==> src/sbp_pkg.sv <==
/*
 * Shared constants and types for the SDRAM bank-close and power-state
 * pair: command encodings, power states and timing counts. Assumes a
 * single 125 MHz clock shared by both ends.
 */
// Function
// - precharge: cs ras we low, cas high
// - precharge-all bit high closes every bank
// - activate a precharged bank before access
// - precharge time before next activate
// - self refresh entry with previous cke high
// - self refresh only with all banks idle
// - self refresh holds while cke low
// - internal clock gated in self refresh
// - wait access plus exit time after exit
// - refresh burst around self refresh advised
// - refresh cycle time after auto refresh
// - power down on cke low with nop/deselect
// - cke low in burst gives clock suspend
// - leave power down within refresh period
// - exit power down with nop, hold cke
// - nop decoded, does not end bursts
// - deselect ignores strobes, acts as nop
// - clock suspend when cke low, bank active; code suspends only in a burst or on a command other than nop/deselect
// - suspend and resume lag one clock
// - decode uses previous cke level
// - activate read write mode refresh encodings
// - burst stop valid only in full page
// - precharge-all bit on access: auto precharge
package sbp_pkg;
    // ------------------------------------------------------------------
    // commands, as {cs_n, ras_n, cas_n, we_n}
    // ------------------------------------------------------------------
    localparam logic [3:0] CMD_ACTIVATE = 4'h3;
    localparam logic [3:0] CMD_READ = 4'h5;
    localparam logic [3:0] CMD_WRITE = 4'h4;
    localparam logic [3:0] CMD_MODE_SET = 4'h0;
    localparam logic [3:0] CMD_REFRESH = 4'h1;
    localparam logic [3:0] CMD_PRECHARGE = 4'h2;
    localparam logic [3:0] CMD_NOP = 4'h7;
    localparam logic [3:0] CMD_BURST_STOP = 4'h6;
    localparam logic [3:0] CMD_DESELECT = 4'hf;
    localparam int NUM_BANKS = 4;
    localparam int BURST_LEN = 4;
    // ------------------------------------------------------------------
    // timing in ns and in cycles of the 8 ns clock
    // ------------------------------------------------------------------
    localparam int CLK_PERIOD_NS = 8;
    localparam int PRECHARGE_TIME_NS = 15;
    localparam int REFRESH_CYCLE_TIME_NS = 60;
    localparam int ACCESS_CYCLE_TIME_NS = 6;
    localparam int SELF_REFRESH_EXIT_NS = 60;
    localparam int CLOCK_ENABLE_SETUP_NS = 2;
    localparam int PRECHARGE_CYC =
        (PRECHARGE_TIME_NS + CLK_PERIOD_NS - 1) / CLK_PERIOD_NS;
    localparam int REFRESH_CYC =
        (REFRESH_CYCLE_TIME_NS + CLK_PERIOD_NS - 1) / CLK_PERIOD_NS;
    localparam int SR_EXIT_CYC = (ACCESS_CYCLE_TIME_NS
        + SELF_REFRESH_EXIT_NS + CLK_PERIOD_NS - 1) / CLK_PERIOD_NS;
    localparam int CKE_HOLD_CYC = (CLOCK_ENABLE_SETUP_NS
        + CLK_PERIOD_NS + CLK_PERIOD_NS - 1) / CLK_PERIOD_NS;
    localparam int REFRESH_PERIOD_MS = 64;
    localparam int POWER_DOWN_MAX_CYC = 65536;
    // ------------------------------------------------------------------
    // power states of the device end
    // ------------------------------------------------------------------
    typedef enum logic [2:0] {
        SBP_NORMAL = 3'b000,
        SBP_SELF_REFRESH = 3'b001,
        SBP_POWER_DOWN = 3'b010,
        SBP_SUSPEND = 3'b011
    } sbp_power_t;
    // host request codes
    typedef enum logic [2:0] {
        SBP_REQ_ACTIVATE = 3'b000,
        SBP_REQ_READ = 3'b001,
        SBP_REQ_WRITE = 3'b010,
        SBP_REQ_PRECHARGE = 3'b011,
        SBP_REQ_REFRESH = 3'b100,
        SBP_REQ_SELF_REFRESH = 3'b101,
        SBP_REQ_POWER_DOWN = 3'b110,
        SBP_REQ_BURST_STOP = 3'b111
    } sbp_req_t;
endpackage

==> src/sbp_if.sv <==
/*
 * Pin bundle between the memory controller and the SDRAM command end.
 * Assumes both ends share clk; no reset pin reaches the device.
 */
`timescale 1ns/100ps
interface sbp_if;
    logic cke;
    logic cs_n;
    logic ras_n;
    logic cas_n;
    logic we_n;
    logic [1:0] bank_select;
    logic precharge_all_select;
    logic dqm;
    modport host (output cke, cs_n, ras_n, cas_n, we_n, bank_select,
        precharge_all_select, dqm);
    modport device (input cke, cs_n, ras_n, cas_n, we_n, bank_select,
        precharge_all_select, dqm);
endinterface

==> src/sbp_device.sv <==
/*
 * Device end: decodes commands on the strobes, tracks open banks, a
 * simple burst counter and the power states. Assumes the controller
 * keeps its timing duties; pins arrive on clk from logic on clk.
 */
`timescale 1ns/100ps
module sbp_device #(
    parameter int BURST_LEN = sbp_pkg::BURST_LEN
) (
    input wire logic clk,
    input wire logic reset_n,
    sbp_if.device pins,
    output logic [3:0] bank_open,
    output sbp_pkg::sbp_power_t power_state,
    output logic internal_clk_en,
    output logic receivers_on,
    output logic burst_active,
    output logic data_enable,
    output logic [3:0] auto_precharge_pending,
    output logic mode_set_seen
);
    // ------------------------------------------------------------------
    // decode
    // ------------------------------------------------------------------
    logic cke_prev;
    logic [3:0] cmd;
    logic [7:0] burst_cnt;
    logic [1:0] burst_bank;
    logic full_page;
    wire normal = power_state == sbp_pkg::SBP_NORMAL;
    wire live = normal && cke_prev;
    assign cmd = pins.cs_n ? sbp_pkg::CMD_DESELECT
        : {1'b0, pins.ras_n, pins.cas_n, pins.we_n};
    wire is_act = live && cmd == sbp_pkg::CMD_ACTIVATE;
    wire is_rd = live && pins.cke && cmd == sbp_pkg::CMD_READ;
    wire is_wr = live && pins.cke && cmd == sbp_pkg::CMD_WRITE;
    wire is_pre = live && pins.cke && cmd == sbp_pkg::CMD_PRECHARGE;
    wire is_mrs = live && cmd == sbp_pkg::CMD_MODE_SET;
    wire is_idle_cmd = cmd == sbp_pkg::CMD_NOP
        || cmd == sbp_pkg::CMD_DESELECT;
    wire is_sr = live && !pins.cke
        && cmd == sbp_pkg::CMD_REFRESH && bank_open == 4'h0;
    wire is_stop = live && cmd == sbp_pkg::CMD_BURST_STOP
        && burst_active && full_page;
    wire cke_low = live && !pins.cke && !is_sr;
    wire to_suspend = cke_low && (burst_active || bank_open != 4'h0
        && !is_idle_cmd);
    wire to_pd = cke_low && !to_suspend && is_idle_cmd;
    wire [3:0] bank_bit = 4'h1 << {pins.bank_select};
    wire [3:0] pre_mask = pins.precharge_all_select ? 4'hf
        : bank_bit;
    wire burst_done = burst_active && !full_page && burst_cnt == 8'h1;
    wire [3:0] ap_close = burst_done ? auto_precharge_pending
        & (4'h1 << {burst_bank}) : 4'h0;
    // ------------------------------------------------------------------
    // power state; exits take effect one clock after cke rises
    // ------------------------------------------------------------------
    always_ff @(posedge clk) begin
        if (!reset_n) begin
            power_state <= sbp_pkg::SBP_NORMAL;
        end else begin
            unique case (power_state)
                sbp_pkg::SBP_NORMAL: begin
                    if (is_sr) begin
                        power_state <= sbp_pkg::SBP_SELF_REFRESH;
                    end else if (to_suspend) begin
                        power_state <= sbp_pkg::SBP_SUSPEND;
                    end else if (to_pd) begin
                        power_state <= sbp_pkg::SBP_POWER_DOWN;
                    end
                end
                default: begin
                    if (pins.cke) begin
                        power_state <= sbp_pkg::SBP_NORMAL;
                    end
                end
            endcase
        end
    end
    // clock gating view; ops freeze the clock after cke registers low
    assign internal_clk_en = normal;
    assign receivers_on = normal
        || power_state == sbp_pkg::SBP_SUSPEND;
    // ------------------------------------------------------------------
    // previous cke level, always sampled so exits are seen
    // ------------------------------------------------------------------
    always_ff @(posedge clk) begin
        if (!reset_n) begin
            cke_prev <= 1'b0;
        end else begin
            cke_prev <= pins.cke;
        end
    end
    // ------------------------------------------------------------------
    // bank table and auto precharge flags
    // ------------------------------------------------------------------
    always_ff @(posedge clk) begin
        if (!reset_n) begin
            bank_open <= 4'h0;
            auto_precharge_pending <= 4'h0;
        end else if (internal_clk_en) begin
            if (is_pre) begin
                bank_open <= bank_open & ~pre_mask & ~ap_close;
            end else if (is_act) begin
                bank_open <= (bank_open | bank_bit) & ~ap_close;
            end else begin
                bank_open <= bank_open & ~ap_close;
            end
            if (is_rd || is_wr) begin
                auto_precharge_pending <= (auto_precharge_pending
                    & ~ap_close) | (pins.precharge_all_select
                    && !full_page ? bank_bit : 4'h0);
            end else begin
                auto_precharge_pending <= auto_precharge_pending
                    & ~ap_close;
            end
        end
    end
    // ------------------------------------------------------------------
    // burst counter; frozen while suspended, nop keeps it running
    // ------------------------------------------------------------------
    always_ff @(posedge clk) begin
        if (!reset_n) begin
            burst_active <= 1'b0;
            burst_cnt <= 8'h0;
            burst_bank <= 2'h0;
            full_page <= 1'b0;
            mode_set_seen <= 1'b0;
        end else if (internal_clk_en) begin
            if (is_mrs) begin
                mode_set_seen <= 1'b1;
                full_page <= pins.precharge_all_select;
            end
            if ((is_rd || is_wr) && bank_open[pins.bank_select]) begin
                burst_active <= 1'b1;
                burst_cnt <= 8'(BURST_LEN);
                burst_bank <= pins.bank_select;
            end else if (is_stop || is_pre || burst_done) begin
                burst_active <= 1'b0;
            end else if (burst_active && !full_page) begin
                burst_cnt <= burst_cnt - 8'h1;
            end
        end
    end
    // data mask sampled each cycle
    always_ff @(posedge clk) begin
        if (!reset_n) begin
            data_enable <= 1'b0;
        end else begin
            data_enable <= bank_open != 4'h0 && !pins.dqm;
        end
    end
endmodule

==> src/flat_wrapper.sv <==
// flat-port wrapper written by rule: the top's interface ports become plain ports
module sbp_device_flat 
#(
    parameter int BURST_LEN = sbp_pkg::BURST_LEN
)
  (clk, reset_n, bank_open, power_state, internal_clk_en, receivers_on, burst_active, data_enable, auto_precharge_pending, mode_set_seen, pins_cke, pins_cs_n, pins_ras_n, pins_cas_n, pins_we_n, pins_bank_select, pins_precharge_all_select, pins_dqm);
  sbp_if pins_i ();
  input wire logic clk;
  input wire logic reset_n;
  output logic [3:0] bank_open;
  output sbp_pkg::sbp_power_t power_state;
  output logic internal_clk_en;
  output logic receivers_on;
  output logic burst_active;
  output logic data_enable;
  output logic [3:0] auto_precharge_pending;
  output logic mode_set_seen;
  input wire logic [$bits(pins_i.cke)-1:0] pins_cke;
  input wire logic [$bits(pins_i.cs_n)-1:0] pins_cs_n;
  input wire logic [$bits(pins_i.ras_n)-1:0] pins_ras_n;
  input wire logic [$bits(pins_i.cas_n)-1:0] pins_cas_n;
  input wire logic [$bits(pins_i.we_n)-1:0] pins_we_n;
  input wire logic [$bits(pins_i.bank_select)-1:0] pins_bank_select;
  input wire logic [$bits(pins_i.precharge_all_select)-1:0] pins_precharge_all_select;
  input wire logic [$bits(pins_i.dqm)-1:0] pins_dqm;
  assign pins_i.cke = pins_cke;
  assign pins_i.cs_n = pins_cs_n;
  assign pins_i.ras_n = pins_ras_n;
  assign pins_i.cas_n = pins_cas_n;
  assign pins_i.we_n = pins_we_n;
  assign pins_i.bank_select = pins_bank_select;
  assign pins_i.precharge_all_select = pins_precharge_all_select;
  assign pins_i.dqm = pins_dqm;
  sbp_device #(.BURST_LEN(BURST_LEN)) u_core (.clk(clk), .reset_n(reset_n), .pins(pins_i), .bank_open(bank_open), .power_state(power_state), .internal_clk_en(internal_clk_en), .receivers_on(receivers_on), .burst_active(burst_active), .data_enable(data_enable), .auto_precharge_pending(auto_precharge_pending), .mode_set_seen(mode_set_seen));
endmodule
==> config.mk <==
export PLATFORM = sky130hd
export DESIGN_NAME = sbp_device_flat
export DESIGN_NICKNAME = d
export VERILOG_FILES = /design/src/sbp_pkg.sv /design/src/sbp_if.sv /design/src/sbp_device.sv /design/src/flat_wrapper.sv
export SDC_FILE = /design/constraint.sdc
export NUM_CORES = 1
export LEC_CHECK = 0
export BUFFER_PORTS_ARGS = -buffer_cell sky130_fd_sc_hd__buf_2
export CAP_MARGIN = 20
export CORE_MARGIN = 1.5
export CORE_UTILIZATION = 50
export DETAILED_ROUTE_END_ITERATION = 8
export PLACE_DENSITY = 0.81
export SYNTH_ARGS = -nofsm -noshare
export SYNTH_HDL_FRONTEND = slang
export SYNTH_SLANG_ARGS = --single-unit
==> constraint.sdc <==
create_clock -name clk -period 2.3 [get_ports clk]
set_input_delay 0.115 -clock clk [delete_from_list [all_inputs] [get_ports clk]]
set_output_delay 0.115 -clock clk [all_outputs]
set_load 0.01 [all_outputs]
==> parameters.txt, run 1 <==
Parameter                              Value

Layout
  Share of layout cells above drive strength 1    20.3%
  Area added between synthesis and finish    12.2%
  Total non-filler cell area in the finished layout    1610 um^2
  End-of-flow core utilization    59.0%
  Total number of nets in the final design    207
  Number of inserted diodes    0
  Filler Cell Count    245
  Top library cells by usage in the layout, fill and taps aside    buf_2 (25), dfxtp_1 (25), inv_1 (12), nor2_1 (12), nand2_1 (11)

Placed design
  Placed instance area    1580 um^2
  Post-placement setup slack    316 ps
  Placer congestion estimate    0.793
  DP Wirelength    2450 um
  IO buf count    25

Detailed routing
  Number of DRC violations after detailed routing    0
  Via count of the routed design    1457
  Wire length reported by the detailed router    3480 um
  Antenna viol nets, final    0
  Average wire length per cell after detail routing    15.6 um
  Number of optimization iterations in the first detailed-route pass    4
  First DRT Iteration DRCs    134
  Via density per instance    6.53

Setup path
  Maximum fanout count along the critical path    17
  Cell with the biggest individual delay on the critical path    or4_2
  Length in cells of the worst reg-to-reg path    7
  End point of the critical path    u_core.burst_cnt[3]$_SDFFE_PN0P_
  Worst reg2reg setup slack    280 ps
  Worst path cell trace    inv_1 -> ha_1 -> nand4b_1 -> a211oi_1 -> buf_4 -> or4_2 -> a21oi_1
  Startpoint types    register
  Worst setup path startpoint    u_core.power_state[0]$_SDFFE_PN0P_
  Source of the worst register-to-register timing path    u_core.power_state[0]$_SDFFE_PN0P_
  Critical R2R Capture    u_core.burst_cnt[3]$_SDFFE_PN0P_
  Worst EP arrival    2280 ps
  CP Data Required Time    2570 ps
  Kind of critical path    reg2reg
  Category of the worst setup path capture point    register
  Maximum cell stage delay along the critical path    640 ps

Clock tree
  Number of H-tree branching levels    1
  Number of buffers on the longest clock path    2
  Clock transition at the register clock pins on the worst setup and hold paths after CTS    150 ps
  Source-to-sink clock delay at the later pin of the worst-skew pair    320 ps
  Number of CTS-inserted buffers    3
  Clock tree from TritonCTS    yes
  Buffer cell driving the clock tree root    clkbuf_4
  Number of buffers added for setup after CTS    0
  Num Clock Sinks    25

Die
  Width of the die    56.6 um
  Die H    56.6 um
  FP Rows    19
  IO Pins    27
  Die ar.    3210 um^2
  Starting density of the core    52.6%
  Core area    2730 um^2

Yosys
  Fraction of the mapped netlist area in compound gates    25.0%
  Count of unique library cells instantiated by Yosys    49
  Post-synthesis xor/xnor area fraction    0%
  Post-synthesis area per instance    8.51 um^2
  Predominant post-synthesis flop cell    dfxtp_1
  Post-synthesis share of cell area spent on full adders, half adders and majority gates    2.61%
  Count of flip-flops with a built-in enable after synthesis    0
  Number of standard cells after synthesis    169
  Combinational family with the most area after synthesis    simple AND/OR/NAND/NOR gates
  Post-synthesis net count    183
  Yosys warning total    0
  Cell area after synthesis    1440 um^2
  Top area cells in the synthesized netlist    dfxtp_1 (35%), inv_1 (3.1%), nor2_1 (3.1%), o31ai_1 (3.1%), nand2_1 (2.9%)
  Post-synthesis cell type with the largest combined area    dfxtp_1
  Post-synthesis sequential area ratio    34.8%
  Flip-flop and latch count after synthesis    25
  Simple-Gate Fraction of Synth Area    27.7%
  Async SR Flop Fraction    0%
  Multiplexer share of the synthesized area    3.65%
  Area share of the leading cell type in the synthesized netlist    34.8%

Min path
  Classification of the worst-slack hold path    in2reg

STA
  Tightest slew margin relative to the limit    63.9%
  Min Tclk post-route    2020 ps
  Final slew viol count    0
  Actual slew at the worst max-slew pin    534 ps
  TNS Setup    0 ps
  Tcrit/Tclk final    87.6%
  Post-Route Skew    10.7 ps
  Final hold viol count    0
  Max Clock Freq    496 MHz
  Final setup violation count    0
  Fin worst setup slack    285 ps
  Unrepaired setup endpoints after global routing    no

Power and ir drop
  Pwr Total    715 uW
  Lkg Pwr    0.000637 uW
  Power density cells    443 nW/um^2
  Max VDD drop    0.314 mV

Global routing
  Vias in the first global route    1309
  Antenna violations before repair    0
  Wire length of the first global-routing pass    5780 um
  Total grt overflow    0
  Global routing usage summed across all routing layers    22.3%
  Largest net degree at the start of global routing    18

Run
  Max-cap check violation count    0

Status
  Status    finished clean
==> stage by stage <==
step / hold WS (ps) / cells
after floorplan: 194 / 169
after CTS: 121 / 223
after global routing: 142 / 223
after global placement: 278 / 218
final: 126 / 223
after detailed placement: 286 / 218
==> state kept, by name, indices dropped and copies added (netlist names), 2 cells and up <==
name,flops
u_core.bank_open,4
u_core.power_state,2
u_core.burst_cnt,8
u_core.burst_bank,2
u_core.auto_precharge_pending,4
==> report_power, final <==
group / switching, uW / leakage, uW / internal, uW
clock: 136 / 0.0000177 / 65.2
sequential: 2.81 / 0.000202 / 436
combinational: 47.2 / 0.000417 / 26.8
total: 186 / 0.000637 / 528
==> cell type report <==
cell class | count | area [um^2] | area share [%]
Clock inverter | 1 | 5.00 | 0.310
Clock buffer | 3 | 22.5 | 1.40
Multi-Input combinational cell | 123 | 852 | 52.8
Tap cell | 31 | 38.8 | 2.40
Timing Repair Buffer | 28 | 150 | 9.30
Sequential cell | 25 | 500 | 31.0
Inverter | 12 | 45.0 | 2.79
==> critical path, delay by kind of cell, from the launching register on <==
kind                       cells  cell delay, ps
adders and majority gates      1             290
DFF                            1             380
AOI/OAI and AO/OA              2             240
and+or+nand+nor                2             810
buffers and inverters          2             240
==> layer usage <==
metal / wire (um) / vias to the layer above / global-route usage, %
li1: - / 688 / -
met1: 1510 / 701 / 28.3
met2: 1710 / 60 / 38.5
met3: 210 / 8 / 3.23
met4: 55 / 0 / 7.14
met5: 0 / - / 0
==> synthesized netlist by cell type, types with 4 or more instances <==
master	instances
nor3_1	4
dfxtp_1	25
nor2_1	12
inv_1	12
a21oi_1	8
or4_1	5
nand2_1	11
clkbuf_1	5
o21ai_0	6
o31ai_1	6
nand2b_1	4
a211oi_1	5
a31oi_1	4
==> how the worst min path moves through the flow <==
stage	from	endpoint	slack [ps]	depth (start not counted)
detailed placement	pins_dqm	u_core.data_enable$_SDFF_PN0_	290	2
global route	pins_cke	u_core.cke_prev$_SDFF_PN0_	140	2
CTS	pins_bank_select[1]	u_core.auto_precharge_pending[2]$_SDFFE_PN0N_	120	3
finish	pins_bank_select[1]	u_core.auto_precharge_pending[2]$_SDFFE_PN0N_	130	3
global placement	pins_dqm	u_core.data_enable$_SDFF_PN0_	280	2
floorplan	pins_dqm	u_core.data_enable$_SDFF_PN0_	190	1
==> what timing repair did <==
item	4_1_cts	5_1_grt
hold endpoints to repair	1	0
resized for setup	0	0
hold buffers	1	0
==> cell families after synthesis <==
kind of cell,count (synthesis)
DFF,25
AOI/OAI and AO/OA,49
other,1
buffers and inverters,21
and+or+nand+nor,66
adders and majority gates,3
muxes,4
Note: power is estimated with default switching activity, not from simulation.
==> run 2: changes to the inputs <==
--- a/config.mk
+++ b/config.mk
@@ -7,10 +7,12 @@
 export LEC_CHECK = 0
 export BUFFER_PORTS_ARGS = -buffer_cell sky130_fd_sc_hd__buf_2
 export CAP_MARGIN = 20
+export CELL_PAD_IN_SITES_DETAIL_PLACEMENT = 1
+export CELL_PAD_IN_SITES_GLOBAL_PLACEMENT = 1
 export CORE_MARGIN = 1.5
-export CORE_UTILIZATION = 50
+export CORE_UTILIZATION = 40
 export DETAILED_ROUTE_END_ITERATION = 8
-export PLACE_DENSITY = 0.81
+export PLACE_DENSITY = 0.85
 export SYNTH_ARGS = -nofsm -noshare
 export SYNTH_HDL_FRONTEND = slang
 export SYNTH_SLANG_ARGS = --single-unit
==> run 2 against run 1 <==
Net effect:
- global-route usage down 0.56 points
- flip-flop and latch count unchanged
- register-to-register slack better by 20 ps
- maximum frequency up 1.2%
- cell count up 6.7%
- via count down 2.1%
- count of clock-buffer cells in the layout up 1
- hold slack worse by 14 ps
==> parameters.txt, run 2 (synthesized netlist as in run 1, its figures left out) <==
Parameter                              Value

Status
  Status    finished clean

Placed design
  Placed instance area    1600 um^2
  IO buf count    25
  Placer congestion estimate    0.772
  DP Wirelength    3090 um

Detailed routing
  Via count of the routed design    1427
  Average wire length per cell after detail routing    16.9 um
  Number of DRC violations after detailed routing    0
  Via density per instance    6.00
  Antenna viol nets, final    0
  Wire length reported by the detailed router    4030 um
  First DRT Iteration DRCs    111
  Number of optimization iterations in the first detailed-route pass    4

Layout
  Max FFs per register    8
  Share of layout cells above drive strength 1    19.8%
  Largest registers    u_core.burst_cnt x8, u_core.auto_precharge_pending x4, u_core.bank_open x4
  Total number of nets in the final design    207
  Total non-filler cell area in the finished layout    1630 um^2
  Register ranked first by flip-flop count    u_core.burst_cnt
  Number of inserted diodes    0
  Top library cells by usage in the layout, fill and taps aside    buf_2 (25), dfxtp_1 (25), inv_1 (12), nor2_1 (12), nand2_1 (11)
  Area added between synthesis and finish    13.4%

Global routing
  Largest net degree at the start of global routing    18
  Vias in the first global route    1447
  Antenna violations before repair    0
  Total grt overflow    0
  Global routing usage summed across all routing layers    21.7%
  Wire length of the first global-routing pass    6920 um

STA
  Post-Route Skew    3.05 ps
  Final slew viol count    0
  Tcrit/Tclk final    86.6%
  TNS Setup    0 ps
  Tightest slew margin relative to the limit    65.3%
  Max Clock Freq    502 MHz
  Actual slew at the worst max-slew pin    513 ps
  Unrepaired setup endpoints after global routing    no
  Min Tclk post-route    1990 ps
  Final setup violation count    0
  Final hold viol count    0

Die
  Die H    63.0 um
  Core area    3390 um^2
  FP Rows    21
  Starting density of the core    42.5%
  Die ar.    3970 um^2
  IO Pins    27
  Width of the die    63.0 um

Power and ir drop
  Power density cells    442 nW/um^2
  Portion of total power attributed to the clock network    28.5%
  Switching Fraction    26.2%
  Pwr Total    720 uW
  Share of total power in combinational logic    10.5%
  Cell internal pwr    531 uW
  Max VDD drop    0.171 mV
  Switching power summed over all nets    189 uW
  Lkg Pwr    0.000634 uW
  Part of the total power dissipated in sequential elements    61.0%

Setup path
  Kind of critical path    reg2reg
  Category of cells accounting for the largest share of critical-path delay    simple AND/OR/NAND/NOR gates
  Category of the worst setup path capture point    register
  Buffers & Inverters on Critical Path    2
  CP Data Required Time    2570 ps
  Maximum fanout count along the critical path    17
  Cell with the biggest individual delay on the critical path    or4_2
  Critical R2R Capture    u_core.burst_cnt[3]$_SDFFE_PN0P_
  Source of the worst register-to-register timing path    u_core.power_state[0]$_SDFFE_PN0P_
  Worst reg2reg setup slack    310 ps
  Worst path cell trace    inv_1 -> ha_1 -> nand4b_1 -> a211oi_1 -> buf_4 -> or4_2 -> a21oi_1
  Startpoint types    register
  Worst EP arrival    2260 ps
  Length in cells of the worst reg-to-reg path    7
  Maximum cell stage delay along the critical path    640 ps

Clock tree
  Number of CTS-inserted buffers    3
  Number of buffers on the longest clock path    2
  Buffer cell driving the clock tree root    clkbuf_4
  Clock tree from TritonCTS    yes
  Number of H-tree branching levels    1
  Source-to-sink clock delay at the later pin of the worst-skew pair    330 ps
  Num Clock Sinks    25
  Clock transition at the register clock pins on the worst setup and hold paths after CTS    140 ps

Min path
  Classification of the worst-slack hold path    in2reg
  Number of instances on the worst hold path    2
  Hold Startpoint    pins_cke
  Hold EP    u_core.cke_prev$_SDFF_PN0_

Run
  Max-cap check violation count    0
-- run 2: worst max path at each step --
stage	startpoint	to	slack, ps	depth (start not counted)
CTS	u_core.power_state[0]$_SDFFE_PN0P_	u_core.burst_cnt[3]$_SDFFE_PN0P_	300	7
floorplan	u_core.power_state[0]$_SDFFE_PN0P_	u_core.burst_cnt[3]$_SDFFE_PN0P_	420	6
finish	u_core.power_state[0]$_SDFFE_PN0P_	u_core.burst_cnt[3]$_SDFFE_PN0P_	310	7
detailed placement	u_core.power_state[0]$_SDFFE_PN0P_	u_core.burst_cnt[3]$_SDFFE_PN0P_	340	7
global route	u_core.power_state[0]$_SDFFE_PN0P_	u_core.burst_cnt[3]$_SDFFE_PN0P_	190	7
global placement	u_core.power_state[0]$_SDFFE_PN0P_	u_core.burst_cnt[3]$_SDFFE_PN0P_	430	7
-- run 2: metal layers --
layer / global-route usage, % / up-vias / part of all wire, %
met1: 27.4 / 695 / 46
met3: 3.60 / 6 / 4.0
met2: 36.8 / 38 / 49
met5: 0 / - / 0
met4: 8.33 / 0 / 1.7
li1: - / 688 / -
-- run 2: worst reg2reg max path, stage by stage, from the launching register on --
cell and delay, ps:
dfxtp_1 370, inv_1 50, ha_1 290, nand4b_1 170, a211oi_1 70, buf_4 190, or4_2 650, a21oi_1 150
-- run 2: layout make-up --
type,count,area [um^2]
clock buffer,4,26.3
fill,429,1760
inverter,12,45.0
multi-input combinational,123,852
sequential,25,500
tap,46,57.6
timing repair buffer,28,150
-- run 2: metrics by stage --
stage / setup WS [ps] / hold slack, ps / utilization (%) / instances
floorplan: 418 / 194 / - / 169
global placement: 426 / 282 / 47.1 / 233
detailed placement: 345 / 287 / 47.1 / 233
CTS: 298 / 98.8 / 48.1 / 238
global route: 193 / 106 / 48.1 / 238
finish: 309 / 112 / 48.1 / 238
-- run 2: what timing repair did --
item | CTS | global route
gates resized for setup | 0 | 0
hold buffers | 1 | 0
endpoints found under the hold margin | 1 | 0
buffers inserted | 0 | 0
-- run 2: power groups by stage --
stage                     registers [uW]  logic, uW  clock network, uW
after floorplan                      449       46.2                  0
after global placement               449       70.1                  0
after detailed placement             449       73.5                  0
after CTS                            440       75.2                212
after global routing                 440       83.7                229
final                                439       75.7                205
==> run 3: changes to the inputs <==
--- a/config.mk
+++ b/config.mk
@@ -6,12 +6,12 @@
 export NUM_CORES = 1
 export LEC_CHECK = 0
 export BUFFER_PORTS_ARGS = -buffer_cell sky130_fd_sc_hd__buf_2
-export CAP_MARGIN = 20
 export CELL_PAD_IN_SITES_DETAIL_PLACEMENT = 1
 export CELL_PAD_IN_SITES_GLOBAL_PLACEMENT = 1
 export CORE_MARGIN = 1.5
 export CORE_UTILIZATION = 40
 export DETAILED_ROUTE_END_ITERATION = 8
+export HOLD_SLACK_MARGIN = 0.08
 export PLACE_DENSITY = 0.85
 export SYNTH_ARGS = -nofsm -noshare
 export SYNTH_HDL_FRONTEND = slang
==> constraint.sdc (replaced) <==
create_clock -name clk -period 1.97 [get_ports clk]
set_input_delay 0.0985 -clock clk [delete_from_list [all_inputs] [get_ports clk]]
set_output_delay 0.0985 -clock clk [all_outputs]
set_load 0.01 [all_outputs]
==> run 3 against run 2 <==
Net effect:
- cell count up 1.7%
- maximum frequency up 6.1%
- total power up 16%
- design area up 4.3%
- via count up 0.63%
- clock skew up 1.4 ps
- global-route usage down 1.1 points
- largest power group unchanged
==> parameters.txt, run 3 (synthesized netlist as in run 1, its figures left out) <==
Parameter                              Value

STA
  Actual slew at the worst max-slew pin    569 ps
  Tcrit/Tclk final    95.3%
  Post-Route Skew    4.49 ps
  Tightest slew margin relative to the limit    61.7%
  Max Clock Freq    533 MHz
  Fin worst setup slack    93.5 ps
  Final hold viol count    0
  Final setup violation count    0
  Final slew viol count    0
  Min Tclk post-route    1880 ps
  Unrepaired setup endpoints after global routing    no

Clock tree
  Num Clock Sinks    25
  Clock tree from TritonCTS    yes
  Number of buffers on the longest clock path    2
  Number of CTS-inserted buffers    3
  Source-to-sink clock delay at the later pin of the worst-skew pair    320 ps
  Buffer cell driving the clock tree root    clkbuf_4
  Number of H-tree branching levels    1
  Clock transition at the register clock pins on the worst setup and hold paths after CTS    130 ps

Run
  Max-cap check violation count    0

Placed design
  Post-placement setup slack    -17.1 ps
  IO buf count    25
  Post-Place Cells    234
  Placer congestion estimate    0.777
  DP Wirelength    2900 um

Setup path
  Kind of critical path    reg2reg
  Maximum fanout count along the critical path    5
  Category of the worst setup path capture point    register
  Cell mode on critical path    or4_4
  Maximum cell stage delay along the critical path    600 ps
  Length in cells of the worst reg-to-reg path    4
  Worst path cell trace    or4_4 -> or4_4 -> nor3_4 -> a211oi_1
  Critical R2R Capture    u_core.bank_open[0]$_SDFFE_PN0N_
  Startpoint types    register
  Worst reg2reg setup slack    90 ps
  Source of the worst register-to-register timing path    u_core.burst_cnt[3]$_SDFFE_PN0P_
  Worst EP arrival    2080 ps
  CP Data Required Time    2170 ps
  Cell with the biggest individual delay on the critical path    or4_4

Global routing
  Total grt overflow    0
  Largest net degree at the start of global routing    18
  Met2 Track Usage GR    37.8%
  Global routing usage summed across all routing layers    20.7%
  Wire length of the first global-routing pass    6700 um
  Vias in the first global route    1411
  Antenna violations before repair    0
  GRT Max-Usage Layer    met2
  Met3 track utilization from global routing    2.88%
  Global Route met1 Usage    25.5%

Status
  Status    finished clean

Power and ir drop
  Power density cells    491 nW/um^2
  Share of total power in combinational logic    10.9%
  Part of the total power dissipated in sequential elements    61.4%
  Switching power summed over all nets    214 uW
  Max VDD drop    0.238 mV
  Cell internal pwr    622 uW
  Switching Fraction    25.6%
  Portion of total power attributed to the clock network    27.7%
  Lkg Pwr    0.000654 uW

Layout
  Most common cell after layout, fill and taps aside    buf_2
  Number of inserted diodes    0
  Largest registers    u_core.burst_cnt x8, u_core.auto_precharge_pending x4, u_core.bank_open x4
  Total number of nets in the final design    211
  Register ranked first by flip-flop count    u_core.burst_cnt
  Non-filler cells, final    242
  Max FFs per register    8
  Share of layout cells above drive strength 1    24.0%
  Top library cells by usage in the layout, fill and taps aside    buf_2 (25), dfxtp_1 (23), inv_1 (12), nor2_1 (12), nand2_1 (11)
  Area added between synthesis and finish    18.3%

Detailed routing
  Wire length reported by the detailed router    4000 um
  Via count of the routed design    1436
  Number of optimization iterations in the first detailed-route pass    4
  Via density per instance    5.93
  Average wire length per cell after detail routing    16.5 um
  First DRT Iteration DRCs    92
  Number of DRC violations after detailed routing    0
  Antenna viol nets, final    0

Min path
  Hold Startpoint    pins_precharge_all_select
  Hold EP    u_core.full_page$_SDFFE_PN0P_
  Number of instances on the worst hold path    3
  Classification of the worst-slack hold path    in2reg

Die
  Die H    63.0 um
  IO Pins    27
  Starting density of the core    42.5%
  Width of the die    63.0 um
  FP Rows    21
  Core area    3390 um^2
  Die ar.    3970 um^2
run 3: changes by cell type in the layout (fill, tap and decap cells not counted), moves of 2 or more:
| cell | before | now |
|---|---|---|
| dfxtp_1 | 25 | 23 |
| buf_4 | 2 | 6 |
| nor3_2 | 2 | 0 |
| nor3_4 | 0 | 2 |
| dfxtp_2 | 0 | 2 |
run 3: power by group through the flow:
stage / Sequential [uW] / Clock [uW] / Combinational, uW
after floorplan: 524 / 0 / 54.0
after global placement: 524 / 0 / 81.7
after detailed placement: 524 / 0 / 85.9
after CTS: 513 / 239 / 88.1
after global routing: 514 / 266 / 101
final: 513 / 231 / 91.3
run 3: per-stage QoR:
stage          util [%]  TNS [ps]  hold slack, ps  total power [uW]  instance area, um^2
2_1_floorplan         -         0             178               578                 1440
3_3_place_gp       47.3         0             268               605                 1600
3_5_place_dp       47.3     -17.1             273               610                 1600
4_1_cts            48.4         0             107               840                 1640
5_1_grt            50.2         0             116               881                 1700
6_report           50.2         0             111               836                 1700
run 3: cell type report:
| class | instances | area (um^2) |
|---|---|---|
| Clock buffer | 4 | 26.3 |
| Timing Repair Buffer | 32 | 180 |
| Multi-Input combinational cell | 123 | 890 |
| Fill cell | 416 | 1690 |
| Sequential cell | 25 | 503 |
| Inverter | 12 | 45.0 |
| Tap cell | 46 | 57.6 |
run 3: repair_timing:
action,4_1_cts,5_1_grt
hold buffers,1,0
pin swaps,0,1
endpoints found under the setup margin,1,7
setup buffers,0,3
resized for setup,1,8
hold endpoints to repair,1,0
run 3: critical path: cells and delay by family, from the launching register on:
family	cells	cell delay [ps]
AOI/OAI and AO/OA	1	90
DFF	1	370
and+or+nand+nor	3	1300
run 3: worst max path at each step:
stage	slack (ps)	from	cells after the start	end
3_3_place_gp	100	u_core.power_state[0]$_SDFFE_PN0P_	7	u_core.burst_cnt[3]$_SDFFE_PN0P_
6_report	90	u_core.burst_cnt[3]$_SDFFE_PN0P_	4	u_core.bank_open[0]$_SDFFE_PN0N_
3_5_place_dp	-20	u_core.power_state[0]$_SDFFE_PN0P_	7	u_core.burst_cnt[3]$_SDFFE_PN0P_
5_1_grt	7	u_core.burst_cnt[3]$_SDFFE_PN0P_	4	u_core.auto_precharge_pending[0]$_SDFFE_PN0N_
2_1_floorplan	90	u_core.power_state[0]$_SDFFE_PN0P_	6	u_core.burst_cnt[3]$_SDFFE_PN0P_
4_1_cts	30	u_core.power_state[0]$_SDFFE_PN0P_	7	u_core.burst_cnt[3]$_SDFFE_PN0P_
run 3: layer usage:
layer  vias up  part of all wire, %
li1        701                    -
met3         2                  3.9
met5         -                    0
met1       696                   44
met2        37                   51
met4         0                 0.35
